File: src/core/gscr_pkg.sv
// constants, register map and field layout of the gas sensor configuration register bank
// How it works
// - baseline correction runs while control bit 1 is zero, stops when one
// - baseline period register holds hours; zero also disables baseline correction
// - dynamic filter active only while control bits 2 and 3 are clear
// - bits 2 and 3 both set: no static and no dynamic filter
// - pressure compensation enabled while control bit 4 is zero
// - control bit 4 set disables pressure compensation of the result
// - compensate with pressure register, but never if it was never written
// - pressure register counts 0.1 hPa steps; host writes ten times hPa
// - pressure outside 3000 to 13000 is clamped to the nearer limit
// - new pressure takes effect at the next gas calculation tick
// - command 0x7c06 starts background calibration; outcome read from status register
// - host writes calibration target first, then command 0x7c05 starts target calibration
// - new bus address stored, used for matching only after reset
// - scaling numerator and denominator in two consecutive registers, revision 4.10 onward
package gscr_pkg;
   localparam int          ADDR_W          = 8;
   localparam int          DATA_W          = 16;

   localparam logic [7:0]  REG_CAL_STATUS  = 8'h00;
   localparam logic [7:0]  REG_CAL_CMD     = 8'h01;
   localparam logic [7:0]  REG_CAL_TARGET  = 8'h02;
   localparam logic [7:0]  REG_ABC_PERIOD  = 8'h0d;
   localparam logic [7:0]  REG_METER_CTRL  = 8'h12;
   localparam logic [7:0]  REG_BUS_ADDR    = 8'h13;
   localparam logic [7:0]  REG_SCALE_NUM   = 8'h14;
   localparam logic [7:0]  REG_SCALE_DEN   = 8'h15;
   localparam logic [7:0]  REG_PRESSURE    = 8'h2e;

   localparam int          CTRL_ABC_OFF    = 1;
   localparam int          CTRL_IIR_A      = 2;
   localparam int          CTRL_IIR_B      = 3;
   localparam int          CTRL_PCOMP_OFF  = 4;

   localparam logic [15:0] CMD_CAL_BG      = 16'h7c06;
   localparam logic [15:0] CMD_CAL_TARGET  = 16'h7c05;

   // 0.1 hPa units: 300 hPa and 1300 hPa
   localparam logic signed [15:0] PRESS_MIN = 16'sh0bb8;
   localparam logic signed [15:0] PRESS_MAX = 16'sh32c8;

   localparam logic [15:0] METER_CTRL_RST  = 16'h0000;
   localparam logic [15:0] ABC_PERIOD_RST  = 16'h00b4;
   localparam logic [15:0] CAL_TARGET_RST  = 16'h0000;
   localparam logic [15:0] BUS_ADDR_RST    = 16'h0068;
   localparam logic [15:0] SCALE_NUM_RST   = 16'h0001;
   localparam logic [15:0] SCALE_DEN_RST   = 16'h0001;
   localparam logic [15:0] ZERO16          = 16'h0000;

   localparam logic [15:0] FW_REV          = 16'h040a;
   localparam logic [15:0] FW_SCALE_MIN    = 16'h040a;

   localparam logic [7:0]  FUNC_READ       = 8'h03;
   localparam logic [7:0]  FUNC_WRITE      = 8'h10;
   localparam logic [2:0]  ECHO_BYTES      = 3'h6;
   localparam logic [15:0] CRC_INIT        = 16'hffff;
   localparam logic [15:0] CRC_POLY        = 16'ha001;

   typedef enum logic [2:0] {
      ECHO_IDLE = 3'b001,
      ECHO_CRC  = 3'b010,
      ECHO_DONE = 3'b100
   } gscr_echo_t;
endpackage

File: src/core/gscr_crc.sv
// modbus crc-16 accumulator, one byte per cycle
`timescale 1ns/1ns
module gscr_crc (
   input  wire logic        clk,
   input  wire logic        reset,
   input  wire logic        init,
   input  wire logic        byte_valid,
   input  wire logic [7:0]  byte_in,
   output logic      [15:0] crc
);
   import gscr_pkg::*;

   function automatic logic [15:0] crc_byte(input logic [15:0] c, input logic [7:0] b);
      logic [15:0] r;
      r = c ^ {8'h00, b};
      for (int i = 0; i < 8; i++) begin
         if (r[0]) begin
            r = (r >> 1) ^ CRC_POLY;
         end else begin
            r = r >> 1;
         end
      end
      return r;
   endfunction

   always_ff @(posedge clk or posedge reset) begin
      if (reset) begin
         crc <= CRC_INIT;
      end else if (init) begin
         crc <= CRC_INIT;
      end else if (byte_valid) begin
         crc <= crc_byte(crc, byte_in);
      end
   end
endmodule

File: src/core/gscr_top.sv
// configuration and command register bank of the gas sensor, with request echo builder
`timescale 1ns/1ns
module gscr_top (
   input  wire logic                  clk,
   input  wire logic                  reset,
   input  wire logic                  soft_reset,
   input  wire logic [gscr_pkg::ADDR_W-1:0] addr,
   input  wire logic [gscr_pkg::DATA_W-1:0] wdata,
   input  wire logic                  wr,
   input  wire logic                  rd,
   output logic      [gscr_pkg::DATA_W-1:0] rdata,
   input  wire logic [15:0]           cal_status_set,
   input  wire logic                  calc_tick,
   input  wire logic                  echo_req,
   input  wire logic [7:0]            echo_func_in,
   input  wire logic [15:0]           echo_start_in,
   input  wire logic [15:0]           echo_count_in,
   output logic                       echo_valid,
   output logic      [7:0]            echo_slave,
   output logic      [7:0]            echo_func,
   output logic      [15:0]           echo_start,
   output logic      [15:0]           echo_count,
   output logic      [15:0]           echo_crc,
   output logic                       abc_enable,
   output logic      [15:0]           abc_period,
   output logic                       iir_dynamic_en,
   output logic                       iir_static_en,
   output logic                       press_comp_en,
   output logic                       press_applied,
   output logic      [15:0]           press_used,
   output logic                       cal_bg_start,
   output logic                       cal_target_start,
   output logic      [15:0]           cal_target_value,
   output logic      [7:0]            bus_address,
   output logic      [15:0]           scale_num,
   output logic      [15:0]           scale_den
);
   import gscr_pkg::*;

   function automatic logic hit(input logic [ADDR_W-1:0] a, input logic [7:0] r);
      return a == r;
   endfunction

   function automatic logic [15:0] clamp_press(input logic [15:0] v);
      logic signed [15:0] s;
      s = $signed(v);
      if (s < PRESS_MIN) begin
         return PRESS_MIN;
      end else if (s > PRESS_MAX) begin
         return PRESS_MAX;
      end
      return v;
   endfunction

   logic [15:0] meter_ctrl_q;
   logic [15:0] abc_period_q;
   logic [15:0] cal_status_q;
   logic [15:0] cal_target_q;
   logic [15:0] bus_addr_q;
   logic [15:0] scale_num_q;
   logic [15:0] scale_den_q;
   logic [15:0] pressure_q;
   logic        press_written_q;
   logic        addr_load_q;
   logic [15:0] rdata_q;
   logic        wr_pressure;
   logic        wr_scale;

   assign wr_pressure = wr && hit(addr, REG_PRESSURE);
   assign wr_scale    = wr && (FW_REV >= FW_SCALE_MIN);

   // control register: host does read-modify-write
   // whole word stored as written
   always_ff @(posedge clk or posedge reset) begin
      if (reset) begin
         meter_ctrl_q <= METER_CTRL_RST;
      end else if (wr && hit(addr, REG_METER_CTRL)) begin
         meter_ctrl_q <= wdata;
      end
   end

   always_ff @(posedge clk or posedge reset) begin
      if (reset) begin
         abc_period_q <= ABC_PERIOD_RST;
      end else if (wr && hit(addr, REG_ABC_PERIOD)) begin
         abc_period_q <= wdata;
      end
   end

   always_ff @(posedge clk or posedge reset) begin
      if (reset) begin
         cal_target_q <= CAL_TARGET_RST;
      end else if (wr && hit(addr, REG_CAL_TARGET)) begin
         cal_target_q <= wdata;
      end
   end

   // status: engine sets bits, host write clears the bits written as zero; set wins
   // outcome readable
   always_ff @(posedge clk or posedge reset) begin
      if (reset) begin
         cal_status_q <= ZERO16;
      end else if (wr && hit(addr, REG_CAL_STATUS)) begin
         cal_status_q <= (cal_status_q & wdata) | cal_status_set;
      end else begin
         cal_status_q <= cal_status_q | cal_status_set;
      end
   end

   // calibration command decode, one-cycle starts
   // background calibration start
   always_ff @(posedge clk or posedge reset) begin
      if (reset) begin
         cal_bg_start <= 1'b0;
      end else begin
         cal_bg_start <= wr && hit(addr, REG_CAL_CMD) && (wdata == CMD_CAL_BG);
      end
   end

   always_ff @(posedge clk or posedge reset) begin
      if (reset) begin
         cal_target_start <= 1'b0;
         cal_target_value <= CAL_TARGET_RST;
      end else begin
         cal_target_start <= wr && hit(addr, REG_CAL_CMD) && (wdata == CMD_CAL_TARGET);
         cal_target_value <= cal_target_q;
      end
   end

   always_ff @(posedge clk or posedge reset) begin
      if (reset) begin
         bus_addr_q <= BUS_ADDR_RST;
      end else if (wr && hit(addr, REG_BUS_ADDR)) begin
         bus_addr_q <= wdata;
      end
   end

   // load request raised after power-on release and by the reset command
   always_ff @(posedge clk or posedge reset) begin
      if (reset) begin
         addr_load_q <= 1'b1;
      end else begin
         addr_load_q <= soft_reset;
      end
   end

   // matching address changes only on reset
   always_ff @(posedge clk or posedge reset) begin
      if (reset) begin
         bus_address <= BUS_ADDR_RST[7:0];
      end else if (addr_load_q) begin
         bus_address <= bus_addr_q[7:0];
      end
   end

   always_ff @(posedge clk or posedge reset) begin
      if (reset) begin
         scale_num_q <= SCALE_NUM_RST;
         scale_den_q <= SCALE_DEN_RST;
      end else begin
         if (wr_scale && hit(addr, REG_SCALE_NUM)) begin
            scale_num_q <= wdata;
         end
         if (wr_scale && hit(addr, REG_SCALE_DEN)) begin
            scale_den_q <= wdata;
         end
      end
   end

   always_ff @(posedge clk or posedge reset) begin
      if (reset) begin
         pressure_q <= ZERO16;
      end else if (wr_pressure) begin
         pressure_q <= wdata;
      end
   end

   always_ff @(posedge clk or posedge reset) begin
      if (reset) begin
         press_written_q <= 1'b0;
      end else if (wr_pressure) begin
         press_written_q <= 1'b1;
      end else if (soft_reset) begin
         press_written_q <= 1'b0;
      end
   end

   always_ff @(posedge clk or posedge reset) begin
      if (reset) begin
         press_used    <= ZERO16;
         press_applied <= 1'b0;
      end else if (calc_tick) begin
         press_used    <= clamp_press(pressure_q);
         press_applied <= press_written_q && !meter_ctrl_q[CTRL_PCOMP_OFF];
      end
   end

   // engine-facing enables
   always_ff @(posedge clk or posedge reset) begin
      if (reset) begin
         abc_enable     <= 1'b0;
         abc_period     <= ABC_PERIOD_RST;
         iir_dynamic_en <= 1'b0;
         iir_static_en  <= 1'b0;
         press_comp_en  <= 1'b0;
         scale_num      <= SCALE_NUM_RST;
         scale_den      <= SCALE_DEN_RST;
      end else begin
         abc_enable     <= !meter_ctrl_q[CTRL_ABC_OFF] && (abc_period_q != ZERO16);
         abc_period     <= abc_period_q;
         iir_dynamic_en <= !meter_ctrl_q[CTRL_IIR_A] && !meter_ctrl_q[CTRL_IIR_B];
         iir_static_en  <= !(meter_ctrl_q[CTRL_IIR_A] && meter_ctrl_q[CTRL_IIR_B]);
         press_comp_en  <= !meter_ctrl_q[CTRL_PCOMP_OFF];
         scale_num      <= scale_num_q;
         scale_den      <= scale_den_q;
      end
   end

   // read port, data one cycle after strobe, unmapped reads zero
   always_ff @(posedge clk or posedge reset) begin
      if (reset) begin
         rdata_q <= ZERO16;
      end else if (rd) begin
         case (addr)
            REG_CAL_STATUS: rdata_q <= cal_status_q;
            REG_CAL_TARGET: rdata_q <= cal_target_q;
            REG_ABC_PERIOD: rdata_q <= abc_period_q;
            REG_METER_CTRL: rdata_q <= meter_ctrl_q;
            REG_BUS_ADDR:   rdata_q <= bus_addr_q;
            REG_SCALE_NUM:  rdata_q <= scale_num_q;
            REG_SCALE_DEN:  rdata_q <= scale_den_q;
            REG_PRESSURE:   rdata_q <= pressure_q;
            default:        rdata_q <= ZERO16;
         endcase
      end else begin
         rdata_q <= ZERO16;
      end
   end

   assign rdata = rdata_q;

   // echo builder: slave, function, start, count, then crc
   gscr_echo_t  echo_state_q;
   logic [7:0]  echo_bytes [0:5];
   logic [2:0]  echo_idx_q;
   logic        crc_init;
   logic        crc_valid;
   logic [7:0]  crc_byte_in;
   logic [15:0] crc_value;
   logic        echo_accept;

   assign echo_accept = echo_req && (echo_state_q == ECHO_IDLE)
                        && ((echo_func_in == FUNC_READ) || (echo_func_in == FUNC_WRITE));
   assign crc_init    = echo_accept;
   assign crc_valid   = (echo_state_q == ECHO_CRC);
   assign crc_byte_in = echo_bytes[echo_idx_q];

   gscr_crc u_crc (
      .clk        (clk),
      .reset      (reset),
      .init       (crc_init),
      .byte_valid (crc_valid),
      .byte_in    (crc_byte_in),
      .crc        (crc_value)
   );

   always_ff @(posedge clk or posedge reset) begin
      if (reset) begin
         for (int i = 0; i < 6; i++) begin
            echo_bytes[i] <= 8'h00;
         end
         echo_slave <= 8'h00;
         echo_func  <= 8'h00;
         echo_start <= ZERO16;
         echo_count <= ZERO16;
      end else if (echo_accept) begin
         echo_bytes[0] <= bus_address;
         echo_bytes[1] <= echo_func_in;
         echo_bytes[2] <= echo_start_in[15:8];
         echo_bytes[3] <= echo_start_in[7:0];
         echo_bytes[4] <= echo_count_in[15:8];
         echo_bytes[5] <= echo_count_in[7:0];
         echo_slave    <= bus_address;
         echo_func     <= echo_func_in;
         echo_start    <= echo_start_in;
         echo_count    <= echo_count_in;
      end
   end

   always_ff @(posedge clk or posedge reset) begin
      if (reset) begin
         echo_state_q <= ECHO_IDLE;
         echo_idx_q   <= 3'h0;
         echo_valid   <= 1'b0;
         echo_crc     <= ZERO16;
      end else begin
         echo_valid <= 1'b0;
         case (echo_state_q)
            ECHO_IDLE: begin
               echo_idx_q <= 3'h0;
               if (echo_accept) begin
                  echo_state_q <= ECHO_CRC;
               end
            end
            ECHO_CRC: begin
               if (echo_idx_q == ECHO_BYTES - 3'h1) begin
                  echo_state_q <= ECHO_DONE;
               end else begin
                  echo_idx_q <= echo_idx_q + 3'h1;
               end
            end
            ECHO_DONE: begin
               echo_crc     <= crc_value;
               echo_valid   <= 1'b1;
               echo_state_q <= ECHO_IDLE;
            end
            default: begin
               echo_state_q <= ECHO_IDLE;
            end
         endcase
      end
   end
endmodule

File: config.mk
export PLATFORM = sky130hd
export DESIGN_NAME = gscr_top
export DESIGN_NICKNAME = d
export VERILOG_FILES = /design/src/core/gscr_pkg.sv /design/src/core/gscr_crc.sv /design/src/core/gscr_top.sv
export SDC_FILE = /design/constraint.sdc
export NUM_CORES = 1
export LEC_CHECK = 0
export BUFFER_PORTS_ARGS = -buffer_cell sky130_fd_sc_hd__buf_2
export CAP_MARGIN = 0
export CORE_AREA = 2 2 158 160
export CTS_CLUSTER_SIZE = 24
export DETAILED_ROUTE_END_ITERATION = 12
export DIE_AREA = 0 0 160 162
export PLACE_DENSITY_LB_ADDON = 0.1
export SLEW_MARGIN = 20
export SYNTH_ARGS = -nofsm -noshare
export SYNTH_HDL_FRONTEND = slang
export SYNTH_SLANG_ARGS = --single-unit
File: constraint.sdc
create_clock -name clk -period 17.3 [get_ports clk]
set_input_delay 5.19 -clock clk [delete_from_list [all_inputs] [get_ports clk]]
set_output_delay 5.19 -clock clk [all_outputs]
set_load 0.05 [all_outputs]
Yosys cells after proc, flatten, opt, wreduce, memory -nomap -nowiden. Cells that the tools add are included.

Latch bits: 0. Bits of input ports: 87. Logic and storage cells: 147. Flip-flop bits (word level): 360. RAM bits: 0. Memories kept: 0. Memory bits (read-only): 0. Output and inout bits: 176.

$add $sub $neg: 1. $lt $le $gt $ge: 3. Div/mod/pow operators: 0. Shifts and indexed selects: 0. Reduce and logical (&&, ||, !) cells: 30. Equality and inequality tests: 19. Bitwise operators: 13. Mux-type cells: 44. $mul: 0.

Operators by type and width (count): 16-bit two-way mux (29); 16-bit one-hot mux with 8 select lines (1); 8-bit by 5-bit == test with 1-bit output, second input constant (5); 16-bit by 15-bit == test with 1-bit output, second input constant (2); 16-bit bitwise OR (2); 8-bit binary-select mux with 3-bit select (1); 2-bit inverter with 3-bit output (8); 1-bit logical AND (17); 16-bit AND (1); 8-bit by 2-bit == test with 1-bit output, second input constant (2); 16-bit by 15-bit greater-than comparator with 1-bit output, second input constant (1); 16-bit by 13-bit less-than comparator with 1-bit output, second input constant (1); 8-bit two-way mux (2); 16-bit nonzero test (1); 16-bit by 8-bit bitwise XOR with 16-bit output (1); 3-bit one-hot mux with 2 select lines (2); 3-bit two-way mux (3); 8-bit by 1-bit == test with 1-bit output, second input constant (1); 8-bit by 4-bit == test with 1-bit output, second input constant (1); 8-bit by 6-bit == test with 1-bit output, second input constant (1); 8-bit zero test (1); 3-bit == test, second input constant (2); 1-bit two-way mux (6); 2-bit nonzero test (3); 10 further kinds (16).

Longest topological paths before layout. Gate-level depths: netlist (run 1).

Depth in word-level cells: 37. Depth in mapped cells: 10. Depth with buffers taken out: 8.

Hierarchy. From an unflattened synthesis (run 1), not the netlist that was laid out.

Cell total of the unflattened synthesis: 927. Area total of the unflattened synthesis: 13295.3 sq um.

By module, submodules not included: gscr_top (cells each 844, sequential area each 7832.5 sq um, area an instance 12411.9 sq um, instances 1); gscr_crc (cells each 83, sequential area each 420.4 sq um, area an instance 883.3 sq um, instances 1).

Worst setup path before layout (run 1). OpenSTA, ideal clock, no wires.

Path kind: input-to-reg. From: in addr[5] in the netlist's numbering. To: reg bus_addr_q[0]. Path buffers: 2. Required time: 17.175 ns. Arrival time: 7.046 ns. Stages on the path: 8. Slack: 10.129 ns. Library setup time: 0.125 ns. Cell sequence: or3_1 buf_2 nor2_1 nand2_1 nor2_1 nand2_1 clkbuf_1 mux2_2.

Longest elaborated chain between the ends: 2.

Ends and longest elaborated chain: start: declaration (line gscr_top.sv:7) `input wire logic [gscr_pkg::ADDR_W-1:0] addr,`; 8-bit by 5-bit == test with 1-bit output (line gscr_top.sv:41) `return a == r;`; 1-bit logical AND (line gscr_top.sv:133) `end else if (wr && hit(addr, REG_BUS_ADDR)) begin`; end signal: assignment (line gscr_top.sv:134) `bus_addr_q <= wdata;`; end: declaration (line gscr_top.sv:59) `logic [15:0] bus_addr_q;`.

Every way passes these cells. A chain may end at the register's enable or synchronous reset.

Worst setup path after layout (run 1).
From: in addr[5] in the netlist's numbering. To: reg scale_num_q[4].

Longest elaborated chain between the ends: 2.

Ends and longest elaborated chain: 8-bit by 5-bit == test with 1-bit output (line gscr_top.sv:41); 1-bit logical AND (line gscr_top.sv:161) `if (wr_scale && hit(addr, REG_SCALE_NUM)) begin`; end signal: assignment (line gscr_top.sv:162) `scale_num_q <= wdata;`; end: declaration (line gscr_top.sv:60) `logic [15:0] scale_num_q;`.

Every way passes these cells.

==> impl_metrics.yaml, run 1 <==
finish:
  multi_input_area_sq_mm: 0.00462
  num_antenna_cells: 0
  final_cells: 1646
  regArea_sq_mm: 0.00825
  nFillCells: 1895
  final_common_cell: "dfrtp_1"
  drive_gt1_frac: 0.394
  fin_nets: 1386
  post-route-util: 0.663
  area_growth_pct: 21.7
  layout_common_cells: "292 x dfrtp_1, 262 x buf_2, 163 x nand2_1"
  stdcell_area_sq_mm: 0.0160
critical_path:
  cp-end-kind: "flip-flop"
  worstPathRequired_ns: 17.69
  start_kind: "input port"
  crit_type: "input port to flip-flop"
  crit_slowest_cell: "and2_1"
  crit_fanout: 16
  critPathMaxStageDelay_ns: 0.68
  crit_family: "simple AND/OR/NAND/NOR gates"
  cp.buffers_inverters: 1
  worstPathArrival_ns: 8.16
  crit_chain: "buf_2 -> or3_1 -> nor4_1 -> and2_1 -> nand2_1 -> mux2_2"
synth:
  synthTopCellsByArea: "dfrtp_1 56%, mux2_2 12%, dfstp_2 7.2%"
  syn-mean-instance-area_sq_um: 12.6
  ys_seq_area_frac: 0.629
  synth-seq-cells: 328
  syn_inst: 1039
  async_reset_ff_frac: 1.00
  syn_nets: 1128
  synth_top_area_frac: 0.557
  yosysWarnings: 0
  ys.flop_type: "dfrtp_1"
  synth.distinct_cells: 62
  synth_largest_area_cell: "dfrtp_1"
  synth_edf_count: 0
  synthesis.area_sq_mm: 0.0131
placement:
  io_buffer_count: 262
  placed_area_sq_mm: 0.0147
  place_congestion: 0.885
  dpl.hpwl_um: 24500
  post-place-ws_ns: 9.10
  place_inst: 1585
clock_network:
  numCtsBuffers: 34
  h-tree-depth: 2
  clk_pin_slew_ns: 0.06
  cts_root_buf: "clkbuf_16"
  post_cts_buffers: 0
  cts_tree: "done"
  cts_resized: 0
  clkLatencyLatePin_ns: 0.51
  cts_buffer_depth: 3
  ctsHoldBuffers: 0
  cts.sinks: 328
global_routing:
  grt_antenna_before_repair: 0
  grt.met2_usage: 0.433
  grt_max_degree: 190
  grt-ovfl-total: 0
  busiest_layer: "met2"
  grt_pass1_vias: 9362
  grt_pass1_wl_um: 55700
  grt_usage: 0.280
  use_met1: 0.408
  grt_use_met3: 0.0559
power_and_ir_drop:
  ir_worst_vdd_mv: 0.0779
  power.switching_mw: 0.447
  p_int_mw: 1.35
  power_leakage_nw: 8.08
  pwr-share-clk: 0.442
  pwr-share-comb: 0.094
  finalPower_mw: 1.80
  p_per_area_mw_per_mm2: 113
  seqPwrFrac: 0.463
  swShare: 0.249
route:
  antenna_left: 0
  wl_um: 35900
  dr.first_iter.drc_count: 880
  dr_total_vias: 9436
  wl_per_cell_um: 21.8
  drtPass1Iterations: 10
  drc_errors: 0
  vias_per_cell: 5.73
run:
  drv_cap: 0
timing:
  final-hold-violation-count: 0
  tightest_slew_ns: 1.19
  skew_ns: 0.0118
  timing.final.crit_share: 0.449
  relSlewSlack: 0.196
  finalWorstSetupSlack_ns: 9.53
  fin_hold_ws_ns: 0.381
  grt_setup_unrepaired: "false"
  tns_ns: 0
  slew_viol_final: 0
  fmax_ghz: 0.129
  setup_violations: 0
  period_needed_ns: 7.77
die:
  die_x_um: 160
  num_io_pins: 263
  fp.dieH_um: 162
  coreArea_sq_mm: 0.0241
  initial_core_util: 0.545
  num_rows: 57
  die-area_sq_mm: 0.0259
worst_hold_path:
  hold_path_class: "flip-flop to flip-flop"
run_status:
  outcome: "completed"
## logic make-up after synthesis
group | Yosys count | synth area share
XOR/XNOR | 25 | 0.0206
adder cells (fa/ha/maj) | 2 | 0.00191
AO/OA/AOI/OAI | 153 | 0.0768
flip-flops | 328 | 0.629
multiplexers | 168 | 0.148
buffers and inverters | 66 | 0.0209
AND/OR/NAND/NOR | 297 | 0.103
## Yosys cell counts (2+ instances only)
cell type / number
a21oi_1: 38
xor2_1: 6
xnor3_1: 2
a22o_1: 4
buf_1: 4
o31ai_1: 2
nand3_1: 5
dfrtp_1: 292
nand3b_1: 4
o211ai_1: 2
o21ai_0: 43
nor4_1: 12
inv_1: 15
nand2b_1: 19
and3b_1: 2
nand4b_1: 3
mux2i_1: 21
and2_1: 7
a31oi_1: 6
dfstp_2: 36
buf_6: 2
or4b_2: 2
o22a_1: 3
xnor2_1: 15
mux4_1: 3
a221oi_2: 2
a222oi_1: 11
o31a_1: 2
o22ai_1: 2
nand2_1: 163
o21ai_1: 2
mux4_2: 3
a22oi_1: 16
mux2_2: 141
nor2b_1: 6
buf_2: 6
nor3_1: 20
clkbuf_1: 37
ha_1: 2
nor2_1: 43
a221oi_1: 14
## routing by layer
| layer | routed length [um] | share of wire |
|---|---|---|
| met4 | 730 | 0.020 |
| met3 | 2530 | 0.071 |
| met2 | 16800 | 0.47 |
| met1 | 15900 | 0.44 |
| met5 | 0 | 0 |
## path summary, 6_finish.rpt
path,from,cells past startpoint,slack [ns],end
setup / recovery,addr[5],6,9.53,scale_num_q[4]$_DFFE_PP0P_
hold / removal,scale_den_q[0]$_DFFE_PP1P_,0,0.38,scale_den[0]$_DFF_PP1_
setup reg to reg,echo_idx_q[1]$_DFFE_PP0P_,7,13.97,u_crc.crc[0]$_DFFE_PP1P_
hold reg to reg,scale_den_q[0]$_DFFE_PP1P_,0,0.38,scale_den[0]$_DFF_PP1_
max in group asynchronous,reset,3,10.93,echo_crc[5]$_DFFE_PP0P_
min in group asynchronous,reset,2,4.88,abc_period[3]$_DFF_PP0_
## power by group through the flow
stage / combinational, mW / sequential, mW / clock [mW]
detailed placement: 0.170 / 0.846 / 0
CTS: 0.171 / 0.833 / 0.807
global placement: 0.169 / 0.845 / 0
floorplan: 0.0546 / 0.901 / 0
finish: 0.169 / 0.833 / 0.796
global route: 0.181 / 0.836 / 0.842
## worst register-to-register path, cell delays in order, from the launching register on
cell and delay [ns]:
dfrtp_1 0.93, mux4_1 0.69, a21oi_1 0.36, xnor2_1 0.22, xor2_1 0.27, xor3_2 0.43, xnor3_1 0.22, o21ai_1 0.13
## cell type report
class	count	area share
flip-flops and latches	328	0.517
multi-input cells	645	0.289
repair buffers	272	0.0875
clock buffers	54	0.0670
well taps	324	0.0254
clock inverters	7	0.0100
inverters	16	0.00423
Note: power is estimated with default switching activity, not from simulation.
==> run 2: changes to the inputs <==
- ABC_AREA: default -> 1
- CORE_AREA: 2 2 158 160 -> 2 2 165 167
- DIE_AREA: 0 0 160 162 -> 0 0 167 169
- clock period: 17.3 -> 6.2 ns (I/O delays scaled with it)
==> impl_metrics.yaml, run 2 <==
timing:
  tightest_slew_ns: 1.09
  slew_viol_final: 0
  fmax_ghz: 0.261
  tns_ns: 0
  setup_violations: 0
  final-hold-violation-count: 0
  relSlewSlack: 0.269
  period_needed_ns: 3.84
  finalWorstSetupSlack_ns: 2.36
  timing.final.crit_share: 0.619
  skew_ns: 0.0236
  grt_setup_unrepaired: "false"
route:
  drtPass1Iterations: 6
  wl_um: 36800
  dr.first_iter.drc_count: 906
  antenna_left: 0
  vias_per_cell: 5.28
  dr_total_vias: 10500
  wl_per_cell_um: 18.5
  drc_errors: 0
critical_path:
  start_kind: "input port"
  regToRegSetupSlack_ns: 3.61
  crit_fanout: 32
  cp-end-kind: "flip-flop"
  worstPathRequired_ns: 6.62
  worstPathArrival_ns: 4.25
  crit_type: "input port to flip-flop"
placement:
  place_congestion: 0.894
  io_buffer_count: 262
  dpl.hpwl_um: 25900
  placed_area_sq_mm: 0.0147
  post-place-ws_ns: 1.89
clock_network:
  clkLatencyLatePin_ns: 0.52
  ctsHoldBuffers: 0
  cts.sinks: 328
  post_cts_buffers: 0
  cts_root_buf: "clkbuf_16"
  h-tree-depth: 2
  clk_pin_slew_ns: 0.06
  numCtsBuffers: 37
  cts_buffer_depth: 3
  cts_resized: 0
  cts_tree: "done"
finish:
  nFillCells: 2332
  drive_gt1_frac: 0.247
  layout_common_cells: "403 x nand2_1, 292 x dfrtp_1, 262 x buf_2"
  fin_nets: 1708
  stdcell_area_sq_mm: 0.0159
  final_common_cell: "nand2_1"
  area_growth_pct: 21.6
synth:
  syn_nets: 1448
  synth-seq-cells: 328
  synth.distinct_cells: 45
  synth_largest_area_cell: "dfrtp_1"
  synth.most_common_cell: "nand2_1"
  synth_top_area_frac: 0.560
  synthesis.area_sq_mm: 0.0131
  syn-mean-instance-area_sq_um: 9.60
  synth_edf_count: 0
  yosysWarnings: 0
  synthTopCellsByArea: "dfrtp_1 56%, nand2_1 12%, dfstp_2 7.2%"
  async_reset_ff_frac: 1.00
  ys_seq_area_frac: 0.632
  ys.flop_type: "dfrtp_1"
  ys_top_cells_by_count: "405 x nand2_1, 292 x dfrtp_1, 184 x o21ai_0, 125 x inv_1, 50 x nand3_1"
  syn_inst: 1359
die:
  die_x_um: 167
  coreArea_sq_mm: 0.0265
  fp.dieH_um: 169
  die-area_sq_mm: 0.0282
  num_rows: 60
  num_io_pins: 263
  initial_core_util: 0.493
power_and_ir_drop:
  p_int_mw: 3.70
  swShare: 0.273
  p_per_area_mw_per_mm2: 321
  seqPwrFrac: 0.456
  pwr-share-comb: 0.123
  power_leakage_nw: 8.10
  ir_worst_vdd_mv: 0.184
  power.switching_mw: 1.39
  pwr-share-clk: 0.420
worst_hold_path:
  hold_path_class: "flip-flop to flip-flop"
run_status:
  outcome: "completed"
global_routing:
  grt_pass1_wl_um: 58200
  grt-ovfl-total: 0
  grt_antenna_before_repair: 3
  grt_max_degree: 181
  grt_pass1_vias: 10400
  grt_usage: 0.264
run:
  drv_cap: 0
-- run 2: cell types whose count changed after synthesis, moves of 15 or more --
cell,change
mux2i_1,-21
inv_1,+110
xnor2_1,-15
nand2b_1,-19
nand3_1,+45
mux2_2,-137
nand2_2,+15
o21ai_0,+141
a21oi_1,-19
nor3_1,-15
nand2_1,+242
-- run 2: power by group through the flow --
stage	logic (mW)	registers, mW	clock network (mW)
after global placement	0.626	2.36	0
after floorplan	0.204	2.60	0
final	0.629	2.33	2.14
after CTS	0.636	2.33	2.18
after detailed placement	0.633	2.36	0
after global routing	0.681	2.34	2.27
-- run 2: worst paths after layout --
check / depth (start not counted) / end / startpoint
max reg2reg: 8 / echo_start[11]$_DFFE_PP0P_ / echo_state_q[0]$_DFFE_PP1P_
max in group asynchronous: 3 / abc_period_q[10]$_DFFE_PP0P_ / reset
min: 0 / abc_period[5]$_DFF_PP1_ / abc_period_q[5]$_DFFE_PP1P_
max: 9 / scale_den_q[1]$_DFFE_PP0P_ / addr[7]
min in group asynchronous: 2 / echo_bytes[33]$_DFFE_PP0P_ / reset
min reg2reg: 0 / abc_period[5]$_DFF_PP1_ / abc_period_q[5]$_DFFE_PP1P_
-- run 2: cell families after synthesis --
kind of cell             after synthesis  share of synthesized area
AO/OA/AOI/OAI                        290                      0.130
XOR/XNOR                               3                    0.00259
adder cells (fa/ha/maj)                2                    0.00192
buffers and inverters                184                     0.0567
flip-flops                           328                      0.632
multiplexers                           4                    0.00345
AND/OR/NAND/NOR                      548                      0.173
-- run 2: per-layer routing --
metal  track usage  wire (um)  vias to the layer above
met3        0.0514       2570                       66
met1         0.339      14900                     5041
li1              -          -                     4990
met4        0.0963       1200                        0
met2         0.450      18100                      393
met5             0          0                        -
-- run 2: final cells by class --
| class | count | area (sq um) | area share |
|---|---|---|---|
| antenna | 2 | 5.00 | 0.000315 |
| clock buffer | 56 | 1100 | 0.0693 |
| clock inverter | 9 | 101 | 0.00639 |
| inverter | 130 | 492 | 0.0310 |
| multi-input combinational | 847 | 4070 | 0.256 |
| sequential | 328 | 8250 | 0.520 |
| tap | 341 | 427 | 0.0269 |
| timing repair buffer | 275 | 1430 | 0.0898 |
-- run 2: critical path: stages --
cell	delay, ns
buf_2	0.09
nor2_1	0.14
nand3_1	0.15
inv_1	0.11
nand3_1	0.10
nor2_1	0.51
buf_4	0.30
nand2_1	0.56
o21ai_0	0.40
-- run 2: stage by stage --
stage / power [mW] / instances / hold slack (ns) / util
CTS: 5.15 / 1986 / 0.375 / 0.598
global route: 5.29 / 1986 / 0.376 / 0.599
floorplan: 2.80 / 1359 / 0.361 / -
global placement: 2.99 / 1921 / 0.369 / 0.553
finish: 5.10 / 1988 / 0.374 / 0.599
detailed placement: 3.00 / 1921 / 0.368 / 0.553
==> run 3: changes to the inputs <==
- CORE_AREA: 2 2 165 167 -> 2 2 158 160
- DIE_AREA: 0 0 167 169 -> 0 0 160 162
- clock period: 6.2 -> 4 ns (I/O delays scaled with it)
==> impl_metrics.yaml, run 3 (same netlist as run 2, synthesis figures left out) <==
run_status:
  outcome: "completed"
clock_network:
  h-tree-depth: 2
  cts.sinks: 328
  clkLatencyLatePin_ns: 0.52
  cts_buffer_depth: 3
  cts_resized: 0
  clk_pin_slew_ns: 0.06
  ctsHoldBuffers: 0
  cts_root_buf: "clkbuf_16"
  numCtsBuffers: 34
  cts_tree: "done"
  post_cts_buffers: 0
die:
  initial_core_util: 0.541
  num_rows: 57
  coreArea_sq_mm: 0.0241
  die_x_um: 160
  die-area_sq_mm: 0.0259
  fp.dieH_um: 162
  num_io_pins: 263
critical_path:
  worstPathArrival_ns: 3.28
  timing.rr.start: "echo_state_q[0]$_DFFE_PP1P_"
  ff2ff_path_depth: 9
  cp-end-kind: "flip-flop"
  regToRegSetupSlack_ns: 1.31
  worstPathRequired_ns: 4.39
  crit_type: "input port to flip-flop"
  start_kind: "input port"
  r2r-end: "echo_bytes[47]$_DFFE_PP0P_"
  crit_fanout: 32
worst_hold_path:
  min_path_cells: 0
  worstHoldEndpoint: "abc_period[5]$_DFF_PP1_"
  min_from: "abc_period_q[5]$_DFFE_PP1P_"
  hold_path_class: "flip-flop to flip-flop"
finish:
  nFillCells: 2029
  multi_input_area_sq_mm: 0.00406
  area_growth_pct: 22.3
  regArea_sq_mm: 0.00825
  final_common_cell: "nand2_1"
  drive_gt1_frac: 0.252
  fin_nets: 1713
  layout_common_cells: "404 x nand2_1, 292 x dfrtp_1, 262 x buf_2"
  post-route-util: 0.662
route:
  drc_errors: 0
  dr_wl_met3_um: 2620
  vias_per_cell: 5.42
  dr.first_iter.drc_count: 841
  antenna_left: 0
  dr_total_vias: 10700
  dr.max_layer_used: "met4"
  met1_length_um: 14700
  wl_um: 36600
  met2_length_um: 17800
  drtPass1Iterations: 5
  wl_per_cell_um: 18.5
power_and_ir_drop:
  finalPower_mw: 8.01
  power_leakage_nw: 8.16
  p_per_area_mw_per_mm2: 502
  ir_worst_vdd_mv: 0.275
timing:
  grt_setup_unrepaired: "false"
  final-hold-violation-count: 0
  timing.final.crit_share: 0.722
  skew_ns: 0.0194
  relSlewSlack: 0.274
  tightest_slew_ns: 1.09
  slew_viol_final: 0
  fmax_ghz: 0.346
  period_needed_ns: 2.89
  setup_violations: 0
  fin_hold_ws_ns: 0.379
global_routing:
  grt-ovfl-total: 0
  grt_antenna_before_repair: 1
  grt_max_degree: 74
  grt_pass1_vias: 10500
  grt_usage: 0.285
  grt_pass1_wl_um: 57800
placement:
  dpl.hpwl_um: 26100
  io_buffer_count: 262
  place_congestion: 0.928
run:
  drv_cap: 0
-- run 3: final cells by class --
type	count	share of cell area
clock inverter	15	0.0154
antenna	1	0.000157
timing repair buffer	283	0.0952
clock buffer	47	0.0614
inverter	130	0.0308
multi-input combinational	847	0.254
tap	324	0.0254
sequential	328	0.517
-- run 3: worst max-delay path by stage --
stage / from / to / cells after the start
after floorplan: reset / abc_enable$_DFF_PP0_ / 1
after global placement: addr[1] / rdata[3]$_DFF_PP0_ / 9
after detailed placement: addr[7] / scale_den_q[0]$_DFFE_PP1P_ / 8
after CTS: addr[7] / scale_den_q[7]$_DFFE_PP0P_ / 8
after global routing: addr[7] / scale_den_q[1]$_DFFE_PP0P_ / 8
final: addr[7] / scale_den_q[7]$_DFFE_PP0P_ / 8
-- run 3: power breakdown --
group | internal [mW] | switching, mW
Clock | 2.11 | 1.31
Combinational | 0.230 | 0.759
Sequential | 3.49 | 0.113
Total | 5.83 | 2.18
-- run 3: stage by stage --
step / TNS, ns / setup slack [ns] / cell area [sq um] / std cells
6_report: 0 / 1.11 / 16000 / 1975
3_3_place_gp: 0 / 0.740 / 14700 / 1912
4_1_cts: 0 / 1.12 / 16000 / 1974
2_1_floorplan: -465.80 / -1.55 / 13100 / 1359
3_5_place_dp: 0 / 0.677 / 14700 / 1912
5_1_grt: 0 / 0.815 / 16000 / 1974
-- run 3: routing by layer --
layer / track usage / up-vias
met3: 0.0472 / 84
met2: 0.477 / 435
met4: 0.115 / 0
met5: 0 / -
li1: - / 5007
met1: 0.376 / 5172
-- run 3: worst max-delay path: stages --
cell,delay [ns]
buf_2,0.10
nor2_1,0.13
nand3_1,0.15
inv_1,0.12
nand3_1,0.09
nor2_1,0.38
nand2_1,0.67
o21ai_0,0.43
